## src/design/pscfg_pkg.sv

```systemverilog
// Package: register map, field layout, reset values and timing for the PLL synthesis configuration block
package pscfg_pkg;

    // Register indices as printed; byte address is four times the index
    localparam logic [11:0] PSCFG_IDX_MULT     = 12'h034;
    localparam logic [11:0] PSCFG_IDX_REF_DIVISOR   = 12'h035;
    localparam logic [11:0] PSCFG_IDX_POST_DIVISOR  = 12'h036;
    localparam logic [11:0] PSCFG_IDX_STATUS   = 12'h037;
    localparam logic [11:0] PSCFG_IDX_CLKSEL   = 12'h039;
    localparam logic [11:0] PSCFG_IDX_APIRL    = 12'h2F5;
    localparam logic [11:0] PSCFG_IDX_TEST3    = 12'h2F6;
    localparam logic [11:0] PSCFG_IDX_RSVD     = 12'h2F7;
    localparam logic [11:0] PSCFG_IDX_TRIMH    = 12'h2F8;
    localparam logic [11:0] PSCFG_IDX_TRIML    = 12'h2F9;
    localparam logic [11:0] PSCFG_IDX_OSC      = 12'h2FA;
    localparam logic [11:0] PSCFG_IDX_WLOCK    = 12'h2FB;
    localparam logic [11:0] PSCFG_IDX_TEST2    = 12'h2FC;
    localparam int          PSCFG_ADDR_W       = 14;

    // Field positions
    localparam int PSCFG_MULT_LSB      = 0;
    localparam int PSCFG_MULT_W        = 6;
    localparam int PSCFG_VCORNG_LSB    = 6;
    localparam int PSCFG_REF_DIVISOR_LSB    = 0;
    localparam int PSCFG_REF_DIVISOR_W      = 4;
    localparam int PSCFG_REFRNG_LSB    = 6;
    localparam int PSCFG_POST_DIVISOR_W     = 5;
    localparam int PSCFG_ST_LOCK_BIT   = 3;
    localparam int PSCFG_ST_OSCQ_BIT   = 0;
    localparam int PSCFG_CLKSEL_BIT    = 7;
    localparam int PSCFG_OSCEN_BIT     = 7;
    localparam int PSCFG_WLOCK_BIT     = 0;
    localparam int PSCFG_TRIMH_MASK_W  = 8;

    // Reset values
    localparam logic [7:0] PSCFG_RST_MULT    = 8'h00;
    localparam logic [7:0] PSCFG_RST_REF_DIVISOR  = 8'h0F;
    localparam logic [7:0] PSCFG_RST_POST_DIVISOR = 8'h03;
    localparam logic [7:0] PSCFG_RST_CLKSEL  = 8'h80;
    localparam logic [7:0] PSCFG_RST_OSC     = 8'h00;
    localparam logic [7:0] PSCFG_RST_WLOCK   = 8'h00;
    localparam logic [7:0] PSCFG_RST_BYTE    = 8'h00;
    localparam logic [7:0] PSCFG_TRIMH_WMASK = 8'hFB;

    // Fixed ratios
    localparam logic [5:0] PSCFG_UNLOCK_POST = 6'h04;

    // Loop filter codes
    localparam logic [1:0] PSCFG_FILT_1TO2   = 2'h0;

    // Timing
    localparam int PSCFG_CLK_MHZ        = 40;
    localparam int PSCFG_LOCK_SETTLE_US = 10;
    localparam int PSCFG_LOCK_SETTLE_CY = PSCFG_LOCK_SETTLE_US * PSCFG_CLK_MHZ;

    // Configuration handed to the analog synthesizer and clock tree
    typedef struct packed {
        logic [6:0]  vco_mult;      // VCO / reference ratio
        logic [1:0]  vco_gain;      // VCO range code
        logic [4:0]  ref_div;       // Oscillator / reference ratio
        logic        ref_from_osc;  // 1: external oscillator, 0: internal RC
        logic [1:0]  loop_filter;   // Loop filter range code
        logic [5:0]  post_ratio;    // VCO / PLL output ratio
        logic [6:0]  bus_ratio;     // PLL output ratio times two
        logic        pll_is_sys;    // PLL drives the system clock
    } pscfg_cfg_s;

endpackage

```

## src/design/pscfg_top.sv

```systemverilog
// PLL synthesis configuration: multiplier, reference divider, source choice and write lock over APB
// What this block does
// - Multiplier and reference divider writes take effect only when unlocked and PLL clock selected.
// - Accepted multiplier write clears lock and oscillator-qualified status.
// - Accepted divider write clears lock and oscillator-qualified status.
// - Locked VCO runs at twice reference times multiplier plus one.
// - VCO range code 00 is 32-48 MHz, 01 is 48-64 MHz.
// - External oscillator reference is oscillator divided by divisor plus one.
// - Without external oscillator the internal 1 MHz RC is the reference.
// - Internal RC reference forces the 1-2 MHz loop filter; range field ignored.
// - External reference: range field selects loop filter in four bands.
// - A post divider sets VCO to PLL output ratio.
// - Locked output is VCO over post divisor plus one; unlocked VCO over four.
// - PLL as system clock gives bus clock at half PLL output.
`timescale 1ns/1ps
module pscfg_top
    import pscfg_pkg::*;
#(
    parameter int LOCK_SETTLE_CY = PSCFG_LOCK_SETTLE_CY
) (
    // Clock and reset
    input  wire logic                    mclk_i,
    input  wire logic                    rst_b_i,
    // APB slave
    input  wire logic                    psel_i,
    input  wire logic                    penable_i,
    input  wire logic                    pwrite_i,
    input  wire logic [PSCFG_ADDR_W-1:0] paddr_i,
    input  wire logic [31:0]             pwdata_i,
    output logic      [31:0]             prdata_o,
    output logic                         pready_o,
    output logic                         pslverr_o,
    // Analog synthesizer status pins
    input  wire logic                    pll_lock_det_i,
    input  wire logic                    osc_detect_i,
    // Synthesizer configuration and status
    output pscfg_cfg_s                   pll_cfg_o,
    output logic                         pll_locked_o,
    output logic                         osc_qualified_o
);

    localparam int CNT_W = $clog2(LOCK_SETTLE_CY + 1);
    localparam logic [CNT_W-1:0] SETTLE_MAX = CNT_W'(LOCK_SETTLE_CY);

    // Register state
    logic [7:0]       mult_q, ref_divisor_q, post_divisor_q, clksel_q, osc_q, wlock_q;
    logic [7:0]       apirl_q, trimh_q, triml_q;
    logic             lock_q, oscq_q;
    logic [CNT_W-1:0] settle_q;
    logic [1:0]       pin_meta_q, pin_sync_q;
    logic [31:0]      prdata_q;

    // Bus decode
    wire        access   = psel_i & penable_i;
    wire        wr_en    = access & pwrite_i;
    wire        rd_en    = access & ~pwrite_i;
    wire [11:0] idx      = paddr_i[PSCFG_ADDR_W-1:2];
    wire        aligned  = (paddr_i[1:0] == 2'h0);
    // One comparator per mapped register; hit bit 0 is the last entry of this table and the bits count up towards the first
    localparam int NREG = 13;
    localparam logic [NREG-1:0][11:0] REG_IDX = {
        PSCFG_IDX_TEST2,
        PSCFG_IDX_WLOCK,
        PSCFG_IDX_OSC,
        PSCFG_IDX_TRIML,
        PSCFG_IDX_TRIMH,
        PSCFG_IDX_RSVD,
        PSCFG_IDX_TEST3,
        PSCFG_IDX_APIRL,
        PSCFG_IDX_CLKSEL,
        PSCFG_IDX_STATUS,
        PSCFG_IDX_POST_DIVISOR,
        PSCFG_IDX_REF_DIVISOR,
        PSCFG_IDX_MULT
    };
    logic [NREG-1:0] hit;
    for (genvar e = 0; e < NREG; e++) begin : g_hit
        assign hit[e] = aligned & (idx == REG_IDX[e]);
    end
    wire        hit_mult = hit[0];
    wire        hit_rdiv = hit[1];
    wire        hit_post = hit[2];
    wire        hit_stat = hit[3];
    wire        hit_csel = hit[4];
    wire        hit_apil = hit[5];
    wire        hit_trmh = hit[8];
    wire        hit_trml = hit[9];
    wire        hit_osc  = hit[10];
    wire        hit_wlck = hit[11];
    // Reserved and test slots only answer without error and read zero
    wire        mapped   = |hit;

    wire        pll_sel   = clksel_q[PSCFG_CLKSEL_BIT];
    wire        osc_en    = osc_q[PSCFG_OSCEN_BIT];
    wire        synth_wok = ~wlock_q[PSCFG_WLOCK_BIT] & pll_sel;
    wire        wr_mult   = wr_en & hit_mult & synth_wok;
    wire        wr_rdiv   = wr_en & hit_rdiv & synth_wok;
    // post divider writable only with PLL selected
    wire        wr_post   = wr_en & hit_post & pll_sel;
    wire        wr_csel   = wr_en & hit_csel;
    wire        wr_osc    = wr_en & hit_osc;
    wire        wr_wlck   = wr_en & hit_wlck;
    wire        wr_apil   = wr_en & hit_apil;
    wire        wr_trmh   = wr_en & hit_trmh;
    wire        wr_trml   = wr_en & hit_trml;
    wire        relock    = wr_mult | wr_rdiv;
    wire        lock_det  = pin_sync_q[0];
    wire        osc_det   = pin_sync_q[1];
    wire [7:0]  stat_img  = {4'h0, lock_q, 2'h0, oscq_q};

    // Read mux
    logic [7:0] rd_byte;
    always_comb begin
        if (hit_mult) begin
            rd_byte = mult_q;
        end else if (hit_rdiv) begin
            rd_byte = ref_divisor_q;
        end else if (hit_post) begin
            rd_byte = post_divisor_q;
        end else if (hit_stat) begin
            rd_byte = stat_img;
        end else if (hit_csel) begin
            rd_byte = clksel_q;
        end else if (hit_apil) begin
            rd_byte = apirl_q;
        end else if (hit_trmh) begin
            rd_byte = trimh_q;
        end else if (hit_trml) begin
            rd_byte = triml_q;
        end else if (hit_osc) begin
            rd_byte = osc_q;
        end else if (hit_wlck) begin
            rd_byte = wlock_q;
        end else begin
            rd_byte = PSCFG_RST_BYTE;
        end
    end

    // Zero wait states; unmapped or misaligned addresses answer with an error
    assign pready_o  = 1'b1;
    assign pslverr_o = access & ~mapped;
    assign prdata_o  = prdata_q;
    wire [31:0] prdata_d = {24'h00_0000, rd_byte};

    always_ff @(posedge mclk_i or negedge rst_b_i) begin
        if (!rst_b_i) begin
            prdata_q <= 32'h0000_0000;
        end else if (rd_en) begin
            prdata_q <= prdata_d;
        end
    end

    // Status pins come from the analog domain; only the second flop of each pair is read
    wire [1:0] pin_raw = {osc_detect_i, pll_lock_det_i};
    for (genvar g = 0; g < 2; g++) begin : g_pin_sync
        always_ff @(posedge mclk_i or negedge rst_b_i) begin
            if (!rst_b_i) begin
                pin_meta_q[g] <= 1'b0;
                pin_sync_q[g] <= 1'b0;
            end else begin
                pin_meta_q[g] <= pin_raw[g];
                pin_sync_q[g] <= pin_meta_q[g];
            end
        end
    end

    // Next register values; each register loads only on its own strobe
    wire [7:0] mult_d    = wr_mult ? pwdata_i[7:0] : mult_q;
    wire [7:0] ref_divisor_d  = wr_rdiv ? (pwdata_i[7:0] & 8'hCF) : ref_divisor_q;
    wire [7:0] post_divisor_d = wr_post ? {3'h0, pwdata_i[PSCFG_POST_DIVISOR_W-1:0]} : post_divisor_q;
    wire [7:0] clksel_d  = wr_csel ? (pwdata_i[7:0] & 8'hCF) : clksel_q;
    wire [7:0] osc_d     = wr_osc ? pwdata_i[7:0] : osc_q;
    wire [7:0] wlock_d   = wr_wlck ? {7'h00, pwdata_i[PSCFG_WLOCK_BIT]} : wlock_q;
    wire [7:0] apirl_d   = wr_apil ? pwdata_i[7:0] : apirl_q;
    wire [7:0] trimh_d   = wr_trmh ? (pwdata_i[7:0] & PSCFG_TRIMH_WMASK) : trimh_q;
    wire [7:0] triml_d   = wr_trml ? pwdata_i[7:0] : triml_q;

    always_ff @(posedge mclk_i or negedge rst_b_i) begin
        if (!rst_b_i) begin
            mult_q <= PSCFG_RST_MULT;
        end else begin
            mult_q <= mult_d;
        end
    end

    // gated divider write; bits 5:4 unimplemented
    always_ff @(posedge mclk_i or negedge rst_b_i) begin
        if (!rst_b_i) begin
            ref_divisor_q <= PSCFG_RST_REF_DIVISOR;
        end else begin
            ref_divisor_q <= ref_divisor_d;
        end
    end

    always_ff @(posedge mclk_i or negedge rst_b_i) begin
        if (!rst_b_i) begin
            post_divisor_q <= PSCFG_RST_POST_DIVISOR;
        end else begin
            post_divisor_q <= post_divisor_d;
        end
    end

    // Clock select; bits 5:4 unimplemented
    always_ff @(posedge mclk_i or negedge rst_b_i) begin
        if (!rst_b_i) begin
            clksel_q <= PSCFG_RST_CLKSEL;
        end else begin
            clksel_q <= clksel_d;
        end
    end

    // Oscillator control
    always_ff @(posedge mclk_i or negedge rst_b_i) begin
        if (!rst_b_i) begin
            osc_q <= PSCFG_RST_OSC;
        end else begin
            osc_q <= osc_d;
        end
    end

    // Write lock keeps only its one bit
    always_ff @(posedge mclk_i or negedge rst_b_i) begin
        if (!rst_b_i) begin
            wlock_q <= PSCFG_RST_WLOCK;
        end else begin
            wlock_q <= wlock_d;
        end
    end

    // Autonomous period reload, low byte
    always_ff @(posedge mclk_i or negedge rst_b_i) begin
        if (!rst_b_i) begin
            apirl_q <= PSCFG_RST_BYTE;
        end else begin
            apirl_q <= apirl_d;
        end
    end

    // RC trim high; bit 2 unimplemented
    always_ff @(posedge mclk_i or negedge rst_b_i) begin
        if (!rst_b_i) begin
            trimh_q <= PSCFG_RST_BYTE;
        end else begin
            trimh_q <= trimh_d;
        end
    end

    // RC trim low
    always_ff @(posedge mclk_i or negedge rst_b_i) begin
        if (!rst_b_i) begin
            triml_q <= PSCFG_RST_BYTE;
        end else begin
            triml_q <= triml_d;
        end
    end

    wire restart = relock | ~lock_det;

    // Settle counter runs while the detector holds high and saturates at the settle time
    always_ff @(posedge mclk_i or negedge rst_b_i) begin
        if (!rst_b_i) begin
            settle_q <= '0;
        end else if (restart) begin
            settle_q <= '0;
        end else if (settle_q != SETTLE_MAX) begin
            settle_q <= settle_q + 1'b1;
        end
    end

    // Lock is declared only after the detector has held high for the settle time.
    // A relock write wins over the detector so stale lock never survives a new setting.
    always_ff @(posedge mclk_i or negedge rst_b_i) begin
        if (!rst_b_i) begin
            lock_q <= 1'b0;
        end else if (restart) begin
            lock_q <= 1'b0;
        end else begin
            lock_q <= (settle_q == SETTLE_MAX);
        end
    end

    // Oscillator qualification relies on the VCO, so it needs lock first
    always_ff @(posedge mclk_i or negedge rst_b_i) begin
        if (!rst_b_i) begin
            oscq_q <= 1'b0;
        end else if (restart) begin
            oscq_q <= 1'b0;
        end else begin
            oscq_q <= lock_q & osc_en & osc_det;
        end
    end

    assign pll_locked_o    = lock_q;
    assign osc_qualified_o = oscq_q;

    // Derived configuration
    wire [5:0] mult_f   = mult_q[PSCFG_MULT_LSB +: PSCFG_MULT_W];
    wire [3:0] rdiv_f   = ref_divisor_q[PSCFG_REF_DIVISOR_LSB +: PSCFG_REF_DIVISOR_W];
    wire [1:0] rrng_f   = ref_divisor_q[PSCFG_REFRNG_LSB +: 2];
    wire [4:0] post_f   = post_divisor_q[PSCFG_POST_DIVISOR_W-1:0];

    // VCO ratio 2 x (multiplier + 1)
    wire [6:0] vco_mult = {mult_f, 1'b0} + 7'h02;
    wire [4:0] ext_div  = {1'b0, rdiv_f} + 5'h01;
    wire [4:0] ref_div  = osc_en ? ext_div : 5'h01;
    wire [1:0] filt     = osc_en ? rrng_f : PSCFG_FILT_1TO2;
    wire [5:0] lock_pr  = {1'b0, post_f} + 6'h01;
    wire [5:0] post_r   = lock_q ? lock_pr : PSCFG_UNLOCK_POST;
    // bus clock half of PLL output
    wire [6:0] bus_r    = {post_r, 1'b0};

    // Next configuration word, one field at a time
    pscfg_cfg_s cfg_d;
    assign cfg_d.vco_mult     = vco_mult;
    // range code passed as written; reserved codes are software's fault
    assign cfg_d.vco_gain     = mult_q[PSCFG_VCORNG_LSB +: 2];
    assign cfg_d.ref_div      = ref_div;
    assign cfg_d.ref_from_osc = osc_en;
    assign cfg_d.loop_filter  = filt;
    assign cfg_d.post_ratio   = post_r;
    assign cfg_d.bus_ratio    = bus_r;
    assign cfg_d.pll_is_sys   = pll_sel;

    // Registered so the analog side never sees decode glitches
    always_ff @(posedge mclk_i or negedge rst_b_i) begin
        if (!rst_b_i) begin
            pll_cfg_o <= '0;
        end else begin
            pll_cfg_o <= cfg_d;
        end
    end

endmodule

```

## config.mk

```make
export PLATFORM = sky130hd
export DESIGN_NAME = pscfg_top
export DESIGN_NICKNAME = d
export VERILOG_FILES = /design/src/design/pscfg_pkg.sv /design/src/design/pscfg_top.sv
export SDC_FILE = /design/constraint.sdc
export NUM_CORES = 1
export LEC_CHECK = 0
export BUFFER_PORTS_ARGS = -buffer_cell sky130_fd_sc_hd__buf_2
export CAP_MARGIN = 40
export CORE_MARGIN = 4
export CORE_UTILIZATION = 50
export DETAILED_ROUTE_END_ITERATION = 8
export GPL_ROUTABILITY_DRIVEN = 0
export PLACE_DENSITY = 0.75
export SYNTH_ARGS = -nofsm -noshare
export SYNTH_HDL_FRONTEND = slang
export SYNTH_SLANG_ARGS = --single-unit
```

## constraint.sdc

```tcl
create_clock -name mclk_i -period 2.85 [get_ports mclk_i]
set_input_delay 0.57 -clock mclk_i [delete_from_list [all_inputs] [get_ports mclk_i]]
set_output_delay 0.57 -clock mclk_i [all_outputs]
set_load 0.03 [all_outputs]
```

=== Word level (Yosys, flattened, before mapping) ===
Index checks and enable logic that the tools add are counted.

* Eq/ne operators: 15
* Reductions and logical operators: 3
* Mux-type cells: 17
* $add $sub $neg: 4
* Bitwise gates (word level): 38

{| class="wikitable"
|+ Operators with widths
! operator !! number
|-
| == test 12 x 10 -> 1 bit (second input constant) || 8
|-
| 2-to-1 mux 8 bit || 9
|-
| == test 12 x 6 -> 1 bit (second input constant) || 5
|-
| bitwise AND 1 bit || 32
|-
| 2-to-1 mux 9 bit || 2
|-
| OR reduction 13 bit || 1
|-
| adder 9 x 1 -> 9 bit (second input constant) || 1
|-
| == test 9 bit (second input constant) || 1
|-
| inequality test 9 bit (second input constant) || 1
|-
| adder 7 x 2 -> 7 bit (second input constant) || 1
|-
| adder 5 x 1 -> 6 bit (second input constant) || 1
|-
| 2-to-1 mux 6 bit || 1
|-
| adder 4 x 1 -> 5 bit (second input constant) || 1
|-
| 2-to-1 mux 5 bit || 1
|-
| inverter 1 bit || 4
|-
| 2-to-1 mux 1 bit || 3
|-
| logical NOT 2 bit || 1
|-
| 2-to-1 mux 2 bit || 1
|-
| bitwise OR 1 bit || 2
|-
| nonzero test 2 bit || 1
|}

* Logic and storage cells: 101
* Register bits: 104
* Input bits: 53
* Output and inout bits: 67

=== Logic depth before layout (Yosys ltp) ===
* Word-level depth: 12
* Mapped depth: 7
* Gate-level depth less buffers: 6

=== Worst setup path after synthesis ===
Ideal clock, no wire load.

* Path kind: input port to output port
* Start point: in paddr_i[3]
* End point: out pslverr_o
* Slack: 98 ps
* Data arrival time: 2182 ps
* Cell stages on the path: 5
* Required time: 2280 ps
* Cell sequence: clkbuf_1 -> clkbuf_1 -> o21ai_0 -> xnor2_1 -> a211oi_1

* Cells in the longest elaborated chain, start to end: 5

{| class="wikitable"
|+ RTL lines
! element !! line !! source
|-
| start, declared || pscfg_top.sv:28 || <nowiki>input wire logic [PSCFG_ADDR_W-1:0] paddr_i,</nowiki>
|-
| == test 12 x 10 -> 1 bit or == test 12 x 6 -> 1 bit (tied branches) || pscfg_top.sv:78 || <nowiki>assign hit[e] = aligned & (idx == REG_IDX[e]);</nowiki>
|-
| bitwise AND 1 bit || pscfg_top.sv:78 ||
|-
| OR reduction 13 bit (*) || pscfg_top.sv:91 || <nowiki>wire mapped = |hit;</nowiki>
|-
| inverter 1 bit (*) || pscfg_top.sv:141 || <nowiki>assign pslverr_o = access & ~mapped;</nowiki>
|-
| bitwise AND 1 bit (*) || pscfg_top.sv:141 ||
|-
| end, declared || pscfg_top.sv:32 || <nowiki>output logic pslverr_o,</nowiki>
|}

Every way passes the cells marked *; elsewhere a longest branch is shown, timed or not.

=== Final worst setup path ===
* Start point: in paddr_i[10]
* End point: out pslverr_o

The elaborated chain is that of the path after synthesis.

==> impl_metrics.csv <==
group,metric,value,unit
floorplanning,die-area,11700,sq um
worst_setup_path,worstPathRequired,2.28,ns
cts,path_clk_slew,0.09,ns
floorplanning,die_h,108,um
grt,grt_use_met2,0.313,
cells_and_area,design_area,5630,sq um
sta,setup_viol,0,
yosys,ys_seq_elements,103,
floorplanning,rows,36,
power_and_ir_drop,power.leakage,0.00276,uW
power_and_ir_drop,p_per_area,480,nW/um^2
yosys,synth_warnings,0,
placement,placed_area,5420,sq um
sta,max_freq,394,MHz
floorplanning,io_pins,120,
placement,dp.cells,617,
sta,min_period,2.54,ns
yosys,async_reset_ff_frac,1.00,
sta,skew,0.00865,ns
cells_and_area,drive_gt1_frac,0.350,
cts,cts-root-buf,"clkbuf_8",
yosys,yosys_most_used_dff,"dfrtp_1",
sta,fin_crit_sh,0.890,
worst_setup_path,cp_max_fo,7,
power_and_ir_drop,ir_drop,367,uV
floorplanning,core,9770,sq um
sta,rsz0062_at_grt,"false",
sta,hold_violations,0,
grt,grt_pass1_wl,17600,um
route,wl_per_cell,17.5,um
floorplanning,die_w,108,um
yosys,syn_area,5010,sq um
grt,grt_max_degree,51,
run_status,outcome,"finished, final reports clean",
yosys,synth_edf_count,0,
worst_setup_path,critPathKind,"input pin to output pin",
cts,post-cts-setup-buffers,0,
worst_setup_path,startpoint_type,"input pin",
route,first_iter_violations,268,
hold_path,hold_path.class,"input pin to async pin",
placement,port_buffers,68,
route,first_pass_iters,5,
cells_and_area,diodes,0,
sta,slew_viol_final,0,
cts,ctsHtreeMaxLevel,3,
grt,use_met3,0.0501,
sta,slew_headroom,0.576,
job,cap_violations,0,
cells_and_area,final_util,0.576,
grt,met1_usage,0.266,
yosys,synth_cells,423,
cells_and_area,layout_commonest_cell,"dfrtp_1",
yosys,synth_area_leaders,"dfrtp_1, mux2_2, buf_4",
yosys,synth_area_per_cell,11.8,sq um
worst_setup_path,worstPathArrival,1.97,ns
yosys,synth_top_area_share,0.480,
cts,cts.path.max_buffers,2,
grt,antenna_found_initial,0,
cts,numCtsBuffers,9,
route,drt_wl_total,11100,um
grt,groute.usage.overall,0.197,
cts,cts_hold_buf,0,
cells_and_area,area_delta_synth_final,12.3,%
grt,grt_pass1_vias,3357,
placement,hpwl,8100,um
cells_and_area,layout.nets,553,
cts,cts_tree,"built",
placement,place_ws,0.276,ns
route,route.vias.total,3456,
yosys,yosysTopAreaCell,"dfrtp_1",
cells_and_area,fin_cells,633,
route,vias_per_cell,5.46,
worst_setup_path,end_kind,"output pin",
cts,clkSinkCount,103,
cts,clkLatencyLatePin,0.38,ns
grt,gr-total-overflow,0,
cts,cts_resized,0,
grt,top_usage_layer,"met2",
sta,setup_tns,0,ns
sta,tightest_slew,0.636,ns
route,drc,0,
route,final_antenna_net_count,0,
sta,fin_ws,0.314,ns
yosys,ys_types,59,
cells_and_area,final_cell_mix,"dfrtp_1, buf_2, mux2_2, nor2_1, conb_1",
floorplanning,start_util,0.513,
yosys,ys_seq_area_frac,0.516,
==> flip-flops by register name (all words and copies together) (netlist names), 2 cells and up <==
name            count
apirl_q             8
prdata_o            8
clksel_q            6
trimh_q             7
mult_q              8
post_divisor_q      5
settle_q            9
ref_divisor_q       6
triml_q             8
osc_q               8
pll_cfg_o          23
pin_meta_q          2
==> cells in the mapped netlist, types with 2 or more instances <==
| library cell | n |
|---|---|
| o32ai_1 | 2 |
| nor2_1 | 27 |
| nand2b_1 | 3 |
| mux2i_1 | 4 |
| nor4bb_1 | 2 |
| xor2_1 | 8 |
| conb_1 | 2 |
| a22oi_1 | 5 |
| a22o_1 | 4 |
| nor2b_1 | 11 |
| o21ai_0 | 9 |
| o22ai_1 | 6 |
| nand2_1 | 15 |
| and3_1 | 5 |
| dfstp_2 | 7 |
| nand3b_1 | 3 |
| buf_2 | 4 |
| ha_1 | 5 |
| nor3_4 | 5 |
| nand3_1 | 16 |
| nor3_1 | 4 |
| buf_4 | 35 |
| nor4_1 | 2 |
| xnor2_1 | 10 |
| a21oi_1 | 10 |
| mux2_2 | 57 |
| nand4bb_1 | 2 |
| and2_1 | 7 |
| nor4b_1 | 2 |
| clkbuf_1 | 5 |
| nand4_1 | 7 |
| a31oi_1 | 4 |
| or3_1 | 3 |
| o211ai_1 | 4 |
| inv_1 | 9 |
| dfrtp_1 | 96 |
==> per-layer routing <==
| metal | share of wire | vias up | wire (um) |
|---|---|---|---|
| li1 | - | 1590 | - |
| met3 | 0.064 | 24 | 704 |
| met2 | 0.47 | 143 | 5210 |
| met1 | 0.44 | 1699 | 4900 |
| met5 | 0 | - | 0 |
| met4 | 0.024 | 0 | 271 |
==> report_power, final <==
part           total (uW)  internal, uW  switching, uW
clock                 968           424            543
sequential           1490          1480           11.0
combinational         244          59.6            185
==> cells by family after synthesis <==
group                    after synthesis  share of synthesized area
adder cells (fa/ha/maj)                5                     0.0125
AO/OA/AOI/OAI                         54                     0.0722
XOR/XNOR                              18                     0.0315
buffers and inverters                 54                     0.0677
flip-flops                           103                      0.516
other                                  2                    0.00150
AND/OR/NAND/NOR                      125                      0.158
multiplexers                          62                      0.141
==> layout make-up <==
| type | instances | area, sq um |
|---|---|---|
| clock buffer | 9 | 124 |
| sequential | 103 | 2590 |
| clock inverter | 7 | 85.1 |
| fill | 845 | 4150 |
| inverter | 9 | 33.8 |
| timing repair buffer | 81 | 453 |
| multi-input combinational | 291 | 2180 |
| tap | 133 | 166 |
==> through the flow <==
stage / total power [uW] / hold slack, ns
6_report: 2700 / 0.206
3_3_place_gp: 1750 / 0.338
2_1_floorplan: 1680 / 0.274
4_1_cts: 2710 / 0.223
5_1_grt: 2800 / 0.248
3_5_place_dp: 1760 / 0.336
==> worst max-delay path: stages <==
cell,delay (ns)
buf_2,0.13
nor4b_4,0.50
nand3_2,0.30
a21oi_1,0.19
a211oi_1,0.07
buf_2,0.20
==> path summary, 6_finish.rpt <==
check                              startpoint               end  slack (ns)  depth (start not counted)
worst max-delay path              paddr_i[10]         pslverr_o        0.31                          6
worst min-delay path                  rst_b_i     pll_cfg_o[14]        0.21                          1
worst max register to register    clksel_q[7]       settle_q[0]        1.14                          4
worst min register to register  pin_meta_q[1]           osc_det        0.36                          0
max in group asynchronous             rst_b_i  ref_divisor_q[3]        1.82                          2
min in group mclk_i              osc_detect_i     pin_meta_q[1]        0.29                          1
Note: power is estimated with default switching activity, not from simulation.
